`src/rtl/mgcs_pkg.sv`:
```
package mgcs_pkg;

  // ==========================================================================
  // Register byte offsets.
  localparam logic [21:0] OFS_ID = 22'h000000;
  localparam logic [21:0] OFS_FRAMES = 22'h000004;
  localparam logic [21:0] OFS_CYCLES = 22'h000008;
  localparam logic [21:0] OFS_FREQ = 22'h00000C;
  localparam logic [21:0] OFS_DIR = 22'h000098;
  localparam logic [21:0] OFS_LEVEL = 22'h00009C;
  localparam logic [21:0] OFS_WIDTH = 22'h000188;
  localparam logic [21:0] OFS_TRIM = 22'h10256C;

  // ==========================================================================
  // Reset values.
  localparam logic [31:0] RST_FREQ = 32'h03938700;
  localparam logic [31:0] RST_DIR = 32'h00008000;
  localparam logic [31:0] RST_LEVEL = 32'h00008000;
  localparam logic [4:0] RST_TRIM = 5'h00;
  localparam logic [2:0] RST_WIDTH = 3'h0;

  // ==========================================================================
  // Field positions.
  localparam int DISPLAY_ENABLE_PIN_BIT = 15;
  localparam int GPIO_DRV_LSB = 13;
  localparam int LCD_DRV_BIT = 12;
  localparam int HOST_DRV_LSB = 10;
  localparam int INT_TYPE_BIT = 9;
  localparam int DUMMY_BIT = 2;
  localparam logic [1:0] WIDTH_UNDEF = 2'h3;

  // Bus width codes.
  typedef enum logic [1:0] {
    MGCS_W1 = 2'b00,
    MGCS_W2 = 2'b01,
    MGCS_W4 = 2'b10
  } mgcs_width_e;

endpackage

```
`src/rtl/mgcs_regs.sv`:
```
// The APB interface to the registers was left to the implementer.
`timescale 1ns/100ps
// Notes on behaviour
// - Direction bits 3..0 set each pin as output (1) or input (0).
// - Direction bit 15 sets the display-enable pin direction, reset 0x8000.
// - Small variants keep only lines 1 and 0; large variants keep all four.
// - Level bit 15 drives and returns the display-enable level, reset 0x8000.
// - Level bits 3..0 set pin output levels and read back the pin levels.
// - Three drive-strength fields at 14-13, 12 and 11-10, reset lowest.
// - Level bit 9 picks open-drain (0) or push-pull (1) interrupt output.
// - The frequency register holds the clock in hertz, reset 0x3938700.
// - The cycle counter clears at reset and counts every clock, wrapping.
// - The frame counter clears at reset and counts finished frames.
// - A fixed read-only identity byte sits at offset zero.
// - Width bit 2 adds one dummy byte to every host read.
// - Width bits 1..0 pick one, two or four data lines; 11 is undefined.
module mgcs_regs #(
  parameter int GPIO_LINES = 4,
  parameter logic [7:0] ID_VALUE = 8'h5A  // Arbitrary identity value.
) (
  // Clock and reset
  input wire logic pclk,
  input wire logic presetn,
  // APB slave
  input wire logic psel,
  input wire logic penable,
  input wire logic pwrite,
  input wire logic [31:0] paddr,
  input wire logic [31:0] pwdata,
  output logic [31:0] prdata,
  output logic pready,
  output logic pslverr,
  // Event from the display timing
  input wire logic frame_done,
  // Pins
  input wire logic [3:0] gpio_in,
  output logic [3:0] gpio_out,
  output logic [3:0] gpio_oe,
  output logic display_enable_pin,
  output logic display_enable_oe,
  // Pad and host link controls
  output logic [1:0] gpio_drive,
  output logic lcd_drive,
  output logic [1:0] host_drive,
  output logic int_push_pull,
  output logic [1:0] host_bus_width,
  output logic read_dummy_byte,
  output logic [4:0] oscillator_trim
);

  // ==========================================================================
  // Storage.
  localparam logic [3:0] GPIO_MASK = 4'((1 << GPIO_LINES) - 1);

  logic [3:0] dir_reg, dir_next;
  logic display_enable_pin_dir_reg, display_enable_pin_dir_next;
  logic [3:0] lvl_reg, lvl_next;
  logic display_enable_pin_lvl_reg, display_enable_pin_lvl_next;
  logic [1:0] gdrv_reg, gdrv_next;
  logic ldrv_reg, ldrv_next;
  logic [1:0] hdrv_reg, hdrv_next;
  logic inttype_reg, inttype_next;
  logic [31:0] freq_reg, freq_next;
  logic [31:0] cyc_reg, cyc_next;
  logic [31:0] frm_reg, frm_next;
  logic [4:0] trim_reg, trim_next;
  logic [2:0] width_reg, width_next;
  logic [31:0] prdata_reg, prdata_next;
  logic [3:0] gin_s1_reg, gin_s2_reg;
  logic frm_s1_reg, frm_s2_reg, frm_s3_reg;
  // Direction and level are split per field, so reserved bits have no
  // storage at all and cannot hold stray values.

  logic wr, rd;
  logic pready_reg, pready_next;
  logic pslverr_reg, pslverr_next;

  // ==========================================================================
  // Helpers.
  // Only the low 22 address bits are decoded, so the bank aliases above them.
  function automatic logic [21:0] local_addr(input logic [31:0] addr);
    return addr[21:0];
  endfunction

  // lines above GPIO_LINES do not exist and stay zero.
  function automatic logic [3:0] keep_lines(input logic [3:0] bits);
    return bits & GPIO_MASK;
  endfunction

  // an output line reads its driven level, an input line its pad.
  function automatic logic [3:0] pin_view(input logic [3:0] dir,
                                          input logic [3:0] lvl,
                                          input logic [3:0] pad);
    return keep_lines((dir & lvl) | (~dir & pad));
  endfunction

  // A write takes effect in the access phase; zero wait states.
  // Read data is captured in the setup cycle so that it already stands
  // when the master samples it in the access cycle.
  assign wr = psel & penable & pwrite;
  assign rd = psel & ~penable & ~pwrite;

  // Two-stage synchronisers for pin inputs and the frame event.
  // Only the second stage reads the first; the third frame flop just keeps
  // the last synchronised level for the edge detector.
  always_ff @(posedge pclk or negedge presetn) begin
    if (!presetn) begin
      gin_s1_reg <= 4'h0;
      gin_s2_reg <= 4'h0;
      frm_s1_reg <= 1'b0;
      frm_s2_reg <= 1'b0;
      frm_s3_reg <= 1'b0;
    end else begin
      gin_s1_reg <= gpio_in;
      gin_s2_reg <= gin_s1_reg;
      frm_s1_reg <= frame_done;
      frm_s2_reg <= frm_s1_reg;
      frm_s3_reg <= frm_s2_reg;
    end
  end

  // ==========================================================================
  // Free-running counters.
  // A frame is counted on the rising edge of the synchronised event, so a
  // long frame_done level still counts only once.
  // The cycle counter has no enable; it simply wraps after 2^32 clocks.
  logic frame_edge;

  always_comb begin
    // free cycle count, wraps by overflow
    cyc_next = cyc_reg + 32'h00000001;
    frame_edge = frm_s2_reg & ~frm_s3_reg;
    frm_next = frm_reg + {31'h00000000, frame_edge};
  end

  always_ff @(posedge pclk or negedge presetn) begin
    if (!presetn) begin
      cyc_reg <= 32'h00000000;
      frm_reg <= 32'h00000000;
    end else begin
      cyc_reg <= cyc_next;
      frm_reg <= frm_next;
    end
  end

  // ==========================================================================
  // Bus response.
  // The bank never stretches a transfer and never reports an error; both
  // answers still come from flip-flops so the bus outputs are glitch free.
  always_comb begin
    pready_next = 1'b1;
    pslverr_next = 1'b0;
  end

  always_ff @(posedge pclk or negedge presetn) begin
    if (!presetn) begin
      pready_reg <= 1'b1;
      pslverr_reg <= 1'b0;
    end else begin
      pready_reg <= pready_next;
      pslverr_reg <= pslverr_next;
    end
  end

  // ==========================================================================
  // Next-state logic.
  // Writes land at the access edge, so a read that follows at once sees the
  // new value.
  always_comb begin
    dir_next = dir_reg;
    display_enable_pin_dir_next = display_enable_pin_dir_reg;
    lvl_next = lvl_reg;
    display_enable_pin_lvl_next = display_enable_pin_lvl_reg;
    gdrv_next = gdrv_reg;
    ldrv_next = ldrv_reg;
    hdrv_next = hdrv_reg;
    inttype_next = inttype_reg;
    freq_next = freq_reg;
    trim_next = trim_reg;
    width_next = width_reg;
    if (wr) begin
      case (local_addr(paddr))
        mgcs_pkg::OFS_DIR: begin
          // pin directions, absent lines stay zero
          dir_next = keep_lines(pwdata[3:0]);
          display_enable_pin_dir_next = pwdata[mgcs_pkg::DISPLAY_ENABLE_PIN_BIT];
        end
        mgcs_pkg::OFS_LEVEL: begin
          lvl_next = keep_lines(pwdata[3:0]);
          display_enable_pin_lvl_next = pwdata[mgcs_pkg::DISPLAY_ENABLE_PIN_BIT];
          gdrv_next = pwdata[mgcs_pkg::GPIO_DRV_LSB +: 2];
          ldrv_next = pwdata[mgcs_pkg::LCD_DRV_BIT];
          hdrv_next = pwdata[mgcs_pkg::HOST_DRV_LSB +: 2];
          inttype_next = pwdata[mgcs_pkg::INT_TYPE_BIT];
        end
        mgcs_pkg::OFS_FREQ: freq_next = pwdata;
        mgcs_pkg::OFS_TRIM: trim_next = pwdata[4:0];
        mgcs_pkg::OFS_WIDTH: begin
          // dummy byte, width; the undefined code is not stored.
          // Refusing it keeps the host link in a usable mode: a host that
          // writes it keeps its old width.
          width_next[mgcs_pkg::DUMMY_BIT] = pwdata[mgcs_pkg::DUMMY_BIT];
          if (pwdata[1:0] != mgcs_pkg::WIDTH_UNDEF) begin
            width_next[1:0] = pwdata[1:0];
          end
        end
        default: begin
        end
      endcase
    end
  end

  // ==========================================================================
  // Read mux; reserved bits and unmapped addresses read zero.
  always_comb begin
    prdata_next = prdata_reg;
    if (rd) begin
      // Counters are sampled at the setup edge of the read.
      case (local_addr(paddr))
        mgcs_pkg::OFS_ID: prdata_next = {24'h000000, ID_VALUE};
        mgcs_pkg::OFS_FRAMES: prdata_next = frm_reg;
        mgcs_pkg::OFS_CYCLES: prdata_next = cyc_reg;
        mgcs_pkg::OFS_FREQ: prdata_next = freq_reg;
        mgcs_pkg::OFS_DIR: prdata_next = {16'h0000, display_enable_pin_dir_reg, 11'h000,
                                          dir_reg};
        // read back actual pin levels: driven or sampled
        mgcs_pkg::OFS_LEVEL: prdata_next = {16'h0000, display_enable_pin_lvl_reg,
          gdrv_reg, ldrv_reg, hdrv_reg, inttype_reg, 5'h00,
          pin_view(dir_reg, lvl_reg, gin_s2_reg)};
        mgcs_pkg::OFS_WIDTH: prdata_next = {29'h0, width_reg};
        mgcs_pkg::OFS_TRIM: prdata_next = {27'h0, trim_reg};
        default: prdata_next = 32'h00000000;
      endcase
    end
  end

  // ==========================================================================
  // Registers.
  always_ff @(posedge pclk or negedge presetn) begin
    if (!presetn) begin
      dir_reg <= mgcs_pkg::RST_DIR[3:0];
      display_enable_pin_dir_reg <= mgcs_pkg::RST_DIR[mgcs_pkg::DISPLAY_ENABLE_PIN_BIT];
      lvl_reg <= mgcs_pkg::RST_LEVEL[3:0];
      display_enable_pin_lvl_reg <= mgcs_pkg::RST_LEVEL[mgcs_pkg::DISPLAY_ENABLE_PIN_BIT];
      gdrv_reg <= 2'h0;
      ldrv_reg <= 1'b0;
      hdrv_reg <= 2'h0;
      inttype_reg <= 1'b0;
      freq_reg <= mgcs_pkg::RST_FREQ;
      trim_reg <= mgcs_pkg::RST_TRIM;
      width_reg <= mgcs_pkg::RST_WIDTH;
      prdata_reg <= 32'h00000000;
    end else begin
      dir_reg <= dir_next;
      display_enable_pin_dir_reg <= display_enable_pin_dir_next;
      lvl_reg <= lvl_next;
      display_enable_pin_lvl_reg <= display_enable_pin_lvl_next;
      gdrv_reg <= gdrv_next;
      ldrv_reg <= ldrv_next;
      hdrv_reg <= hdrv_next;
      inttype_reg <= inttype_next;
      freq_reg <= freq_next;
      trim_reg <= trim_next;
      width_reg <= width_next;
      prdata_reg <= prdata_next;
    end
  end

  // ==========================================================================
  // Outputs come straight from flip-flops.
  // Pad controls follow their registers with no extra delay.
  assign prdata = prdata_reg;
  assign pready = pready_reg;
  assign pslverr = pslverr_reg;
  assign gpio_out = lvl_reg;
  assign gpio_oe = dir_reg;
  assign display_enable_pin = display_enable_pin_lvl_reg;
  assign display_enable_oe = display_enable_pin_dir_reg;
  assign gpio_drive = gdrv_reg;
  assign lcd_drive = ldrv_reg;
  assign host_drive = hdrv_reg;
  assign int_push_pull = inttype_reg;
  assign host_bus_width = width_reg[1:0];
  assign read_dummy_byte = width_reg[mgcs_pkg::DUMMY_BIT];
  assign oscillator_trim = trim_reg;

endmodule

```
`config.mk`:
```
export PLATFORM = sky130hd
export DESIGN_NAME = mgcs_regs
export DESIGN_NICKNAME = d
export VERILOG_FILES = /design/src/rtl/mgcs_pkg.sv /design/src/rtl/mgcs_regs.sv
export SDC_FILE = /design/constraint.sdc
export NUM_CORES = 1
export LEC_CHECK = 0
export BUFFER_PORTS_ARGS = -buffer_cell sky130_fd_sc_hd__buf_2
export CORE_MARGIN = 2
export CORE_UTILIZATION = 50
export DETAILED_ROUTE_END_ITERATION = 8
export GPL_TIMING_DRIVEN = 1
export HOLD_SLACK_MARGIN = 0.15
export PLACE_DENSITY = 0.84
export SLEW_MARGIN = 20
export SYNTH_ARGS = -nofsm -noshare
export SYNTH_HDL_FRONTEND = slang
export SYNTH_SLANG_ARGS = --single-unit
```
`constraint.sdc`:
```
create_clock -name pclk -period 1.9 [get_ports pclk]
set_input_delay 0.285 -clock pclk [delete_from_list [all_inputs] [get_ports pclk]]
set_output_delay 0.285 -clock pclk [all_outputs]
set_load 0.05 [all_outputs]
```
==> flow_metrics.tcl, run 1 <==
set metrics [dict create \
    final_cells 1031 \
    critPathKind "register to register" \
    synth_top_flop_cell "dfrtp_1" \
    syn_nets 684 \
    skew_ns 0.0102 \
    dr_total_vias 6187 \
    gp_congestion 0.895 \
    yosys-top-cells-area "dfrtp_1 52%, mux2_1 8.4%, xnor2_1 5.4%" \
    routed_wl_um 21200 \
    n_antenna_cell 0 \
    fmax_mhz 530 \
    io_buffers 119 \
    ys_types 50 \
    dp.cells 959 \
    synth_edf_count 0 \
    grt_pass1_wl_um 33600 \
    end_kind "register" \
    grt_max_degree 45 \
    ys_seq_elements 163 \
    syn_area_um2 7260 \
    startpoint "cyc_reg[3]" \
    pre_cts_ws_ns -0.215 \
    drt_iter0_drc 631 \
    period_share_pct 99.2 \
    setup_viol 0 \
    wire_per_inst_um 20.6 \
    r2r_start "cyc_reg[3]" \
    ios 132 \
    power_mw 7.61 \
    register_area_um2 4100 \
    clk_root_buffer_cell "clkbuf_16" \
    worstHoldPathType "primary input to register" \
    period_minus_slack_ns 1.89 \
    post-dp-hpwl_um 13000 \
    layout-drive-gt1-share_pct 33.2 \
    cp_max_fo 4 \
    synth.avg_cell_area_um2 12.0 \
    peakVddDrop_uv 563 \
    hp-start "pwdata[0]" \
    crit_arrival_ns 2.19 \
    critPathRequiredTime_ns 2.21 \
    relSlewSlack_pct 66.0 \
    yosys.area.top_type "dfrtp_1" \
    viasPerCell 6.00 \
    drtAntennaViolNets 0 \
    status "finished, final reports clean" \
    core-area_um2 14400 \
    cts_sinks 163 \
    power.leakage_nw 4.76 \
    rsz0062_at_grt "yes" \
    layout_common_cells "150 x dfrtp_1, 118 x buf_2, 73 x nand2_1, 68 x buf_4, 54 x mux2_1" \
    p_per_area_nw_per_um2 778 \
    finalMaxSlewViolations 0 \
    die_area_um2 15500 \
    drc 0 \
    place_area_um2 8660 \
    fin_area_um2 9790 \
    yosysWarningCount 0 \
    max-cap-violations 0 \
    cts_buffers 17 \
    antenna_found_initial 0 \
    grt_pass1_vias 6507 \
    setup-tns-final_ns 0 \
    die_x_um 125 \
    grt_usage_pct 27.6 \
    num-nets-final 911 \
    fp.dieH_um 125 \
    fill_cells 948 \
    cts-htree-levels 4 \
    ys_seq_area_share_pct 56.4 \
    cts_tree "built" \
    setup_ws_ns 0.0146 \
    clk-insertion-delay-late_ns 0.44 \
    start_util_pct 50.5 \
    hold_viol 0 \
    cp-start-kind "register" \
    row_count 44 \
    final_common_cell "dfrtp_1" \
    grt-ovfl-total 0 \
    synth.top_cell.area_share_pct 52.0 \
    clkTransAtPathRegs_ns 0.07 \
    multi_input_area_um2 3160 \
    synth_cells 607 \
    synthArstFlopShare_pct 100 \
    syn_to_final_growth_pct 34.8 \
    worst_pin_slew_ns 0.510 \
    drtPass1Iterations 9 \
    clk_path_buf_depth 2 \
]
==> path summary, 6_finish.rpt <==
path	depth (start not counted)	slack [ns]	endpoint
setup / recovery	8	0.01	cyc_reg[27]
hold / removal	2	0.16	width_reg[0]
setup reg to reg	8	0.01	cyc_reg[27]
hold reg to reg	0	0.35	frm_s2_reg
max in group asynchronous	3	0.88	freq_reg[9]
min in group asynchronous	2	0.33	prdata[22]
==> critical path, stage by stage, from the launching register on <==
cell,delay (ns)
dfrtp_1,0.39
nand4_1,0.22
nor3_2,0.18
buf_4,0.16
nand4_1,0.20
nor2b_1,0.19
buf_4,0.16
nand3_1,0.09
xnor2_1,0.15
==> cells by family (layout without fill, tap and decap cells) <==
logic type      Yosys count  in the layout  share of synthesized area [%]
compound gates           93             93                           9.70
simple gates            194            194                           14.5
flops                   163            163                           56.4
fa+ha+maj                 3              3                          0.517
xor+xnor                 61             61                           7.36
buf+inv                  33            273                           2.48
mux                      58             58                           9.00
other cells               2              2                          0.103
==> report_power, final <==
part / internal [mW] / total (mW) / switching [mW]
logic: 0.260 / 0.532 / 0.272
clock network: 1.98 / 3.47 / 1.49
registers: 3.54 / 3.61 / 0.0693
total: 5.78 / 7.61 / 1.83
==> cells in the mapped netlist, types with 11 or more instances <==
library cell,n
xnor2_1,45
a222oi_1,29
nand2_1,75
a21o_1,12
xor2_1,16
and3_1,17
dfrtp_1,151
o21ai_1,19
nand3_1,24
clkbuf_1,13
nor3_1,11
dfstp_2,12
mux2_1,54
nor2_1,18
==> metal layers <==
metal | vias up | wire length, µm | track usage (%)
met1 | 3116 | 8060 | 32.8
met3 | 82 | 1350 | 6.14
met5 | - | 0 | 0
li1 | 2666 | - | -
met2 | 323 | 10900 | 47.7
met4 | 0 | 874 | 13.0
==> timing repair <==
item / CTS / global route
setup endpoints to repair: 5 / 16
hold buffers: 36 / 0
setup buffers: 1 / 3
hold endpoints to repair: 166 / 0
resized for setup: 10 / 22
pin swaps: 1 / 5
==> per-stage QoR <==
| step | hold WS, ns | util, % |
|---|---|---|
| 6_report | 0.156 | 68.1 |
| 5_1_grt | 0.157 | 68.1 |
| 4_1_cts | 0.153 | 67.2 |
| 3_5_place_dp | 0.219 | 60.3 |
| 3_3_place_gp | 0.220 | 60.3 |
| 2_1_floorplan | -0.0106 | - |
==> final cells by class <==
type	instances	share of cell area (%)
clock buffer	18	4.49
clock inverter	14	1.57
inverter	8	0.307
multi-input combinational	411	32.3
sequential	163	41.8
tap	184	2.35
timing repair buffer	233	17.1
No activity file was read; power rests on OpenSTA's default activity.
==> inputs of run 2 (changes only) <==
Settings changed: CORE_UTILIZATION 50 to 45, PLACE_DENSITY 0.84 to 0.75.
Clock period 1.9 ns to 2.3 ns, I/O delays scaled along.
==> flow_metrics.tcl, run 2 (same netlist as run 1, synthesis figures left out) <==
set metrics [dict create \
    status "finished, final reports clean" \
    final_common_cell "dfrtp_1" \
    clk-insertion-delay-late_ns 0.43 \
    period_share_pct 89.9 \
    die_x_um 131 \
    grt_max_degree 57 \
    io_buffers 119 \
    setup-tns-final_ns 0 \
    ios 132 \
    routed_wl_um 17300 \
    grt-ovfl-total 0 \
    cp-start-kind "register" \
    post-dp-hpwl_um 11900 \
    seqPwrFrac_pct 50.4 \
    hold_viol 0 \
    slowest_delay_ns 0.35 \
    pre_cts_ws_ns 0.0203 \
    fmax_mhz 484 \
    fp.dieH_um 131 \
    peakVddDrop_uv 555 \
    wire_per_inst_um 17.3 \
    cts_buffers 17 \
    cp_num_buf_inv 0 \
    finalMaxSlewViolations 0 \
    wl_met1_um 7530 \
    relSlewSlack_pct 49.2 \
    dr_total_vias 5457 \
    hold_path_depth 2 \
    layout_common_cells "151 x dfrtp_1, 118 x buf_2, 75 x nand2_1, 54 x mux2_1, 45 x xnor2_1" \
    switchingPower_mw 1.32 \
    num-nets-final 853 \
    clk_root_buffer_cell "clkbuf_16" \
    cts-htree-levels 4 \
    power_frac_clock_pct 44.8 \
    p_int_mw 4.63 \
    clk_path_buf_depth 2 \
    combPwrFrac_pct 4.9 \
    met3_length_um 773 \
    antenna_found_initial 0 \
    hp-start "pwdata[20]" \
    drtAntennaViolNets 0 \
    n_antenna_cell 0 \
    row_count 46 \
    cpMostUsedCell "ha_1" \
    grt_pass1_vias 5372 \
    cp_max_fo 4 \
    cts_tree "built" \
    start_util_pct 45.9 \
    r2r_start "frm_s2_reg" \
    cts_sinks 163 \
    period_minus_slack_ns 2.07 \
    timing.rr.end "frm_reg[30]" \
    drt_iter0_drc 290 \
    slowest_stage "dfrtp_1" \
    critPathKind "register to register" \
    rsz0062_at_grt "no" \
    worstPathCellList "nor2b_1, ha_1, ha_1, nand2_1, nor4_2, nand3_1, nor2_1, xor2_1" \
    critPathRequiredTime_ns 2.65 \
    grt_usage_pct 21.3 \
    p_per_area_nw_per_um2 651 \
    r2r_cells 8 \
    drc 0 \
    syn_to_final_growth_pct 25.7 \
    clkTransAtPathRegs_ns 0.06 \
    critical_path.top_delay_family "simple AND/OR/NAND/NOR gates" \
    regToRegSetupSlack_ns 0.23 \
    setup_ws_ns 0.233 \
    grt_pass1_wl_um 27800 \
    worstHoldPathType "primary input to register" \
    setup_viol 0 \
    final_cells 1004 \
    topRoutingLayerUsed "met4" \
    drtPass1Iterations 6 \
    die_area_um2 17200 \
    max-cap-violations 0 \
    core-area_um2 15800 \
    post_cts_buffers 0 \
    swShare_pct 22.1 \
    worst_pin_slew_ns 0.762 \
    end_kind "register" \
    crit_arrival_ns 2.41 \
    layout-drive-gt1-share_pct 25.9 \
    power.leakage_nw 4.40 \
    viasPerCell 5.44 \
    hold_end "freq_reg[20]" \
    skew_ns 0.0101 \
    gp_congestion 0.914 \
    dp.cells 945 \
    wl_met2_um 8640 \
]
[run 2: what timing repair did]
action                                 CTS  global route
hold buffers                            28             0
gates resized for setup                  0             0
endpoints found under the hold margin   78             0
setup endpoints to repair                0             0
[run 2: how the worst max path moves through the flow]
stage,startpoint,to,slack (ns),cells past startpoint
finish,frm_s2_reg,frm_reg[30],0.23,8
global route,frm_s2_reg,frm_reg[30],0.05,8
CTS,frm_s2_reg,frm_reg[30],0.19,8
detailed placement,paddr[1],prdata[21],0.02,7
global placement,paddr[7],prdata[21],0.04,7
floorplan,paddr[16],gpio_drive[0],0.33,7
[run 2: layout make-up]
cell class | count | area (µm²)
clock inverter | 8 | 78.8
timing repair buffer | 175 | 1170
inverter | 8 | 30.0
fill | 1300 | 6700
clock buffer | 23 | 478
sequential | 163 | 4090
multi-input combinational | 411 | 3010
tap | 216 | 270
[run 2: routing by layer]
layer	up-vias	track usage [%]
met4	0	8.26
met2	158	34.9
met1	2726	28.0
li1	2545	-
met5	-	0
met3	28	4.48
[run 2: metrics by stage]
stage / cell area (µm²) / hold slack, ns / utilization [%] / total power [mW]
global route: 9130 / 0.150 / 57.7 / 6.15
floorplan: 7260 / 0.0494 / - / 3.11
CTS: 9130 / 0.153 / 57.7 / 5.99
global placement: 8290 / 0.333 / 52.4 / 3.29
detailed placement: 8290 / 0.336 / 52.4 / 3.30
finish: 9130 / 0.153 / 57.7 / 5.94
[run 2: worst reg2reg max path: stages, from the launching register on]
cell and delay (ns):
dfrtp_1 0.35, nor2b_1 0.16, ha_1 0.23, ha_1 0.19
nand2_1 0.10, nor4_2 0.32, nand3_1 0.26, nor2_1 0.22
xor2_1 0.16
[run 2: power by group through the flow]
stage / Sequential, mW / Clock [mW] / Combinational, mW
finish: 2.99 / 2.66 / 0.291
global route: 3.00 / 2.82 / 0.328
CTS: 2.99 / 2.70 / 0.296
detailed placement: 3.04 / 0 / 0.256
global placement: 3.04 / 0 / 0.251
floorplan: 3.02 / 0 / 0.0939
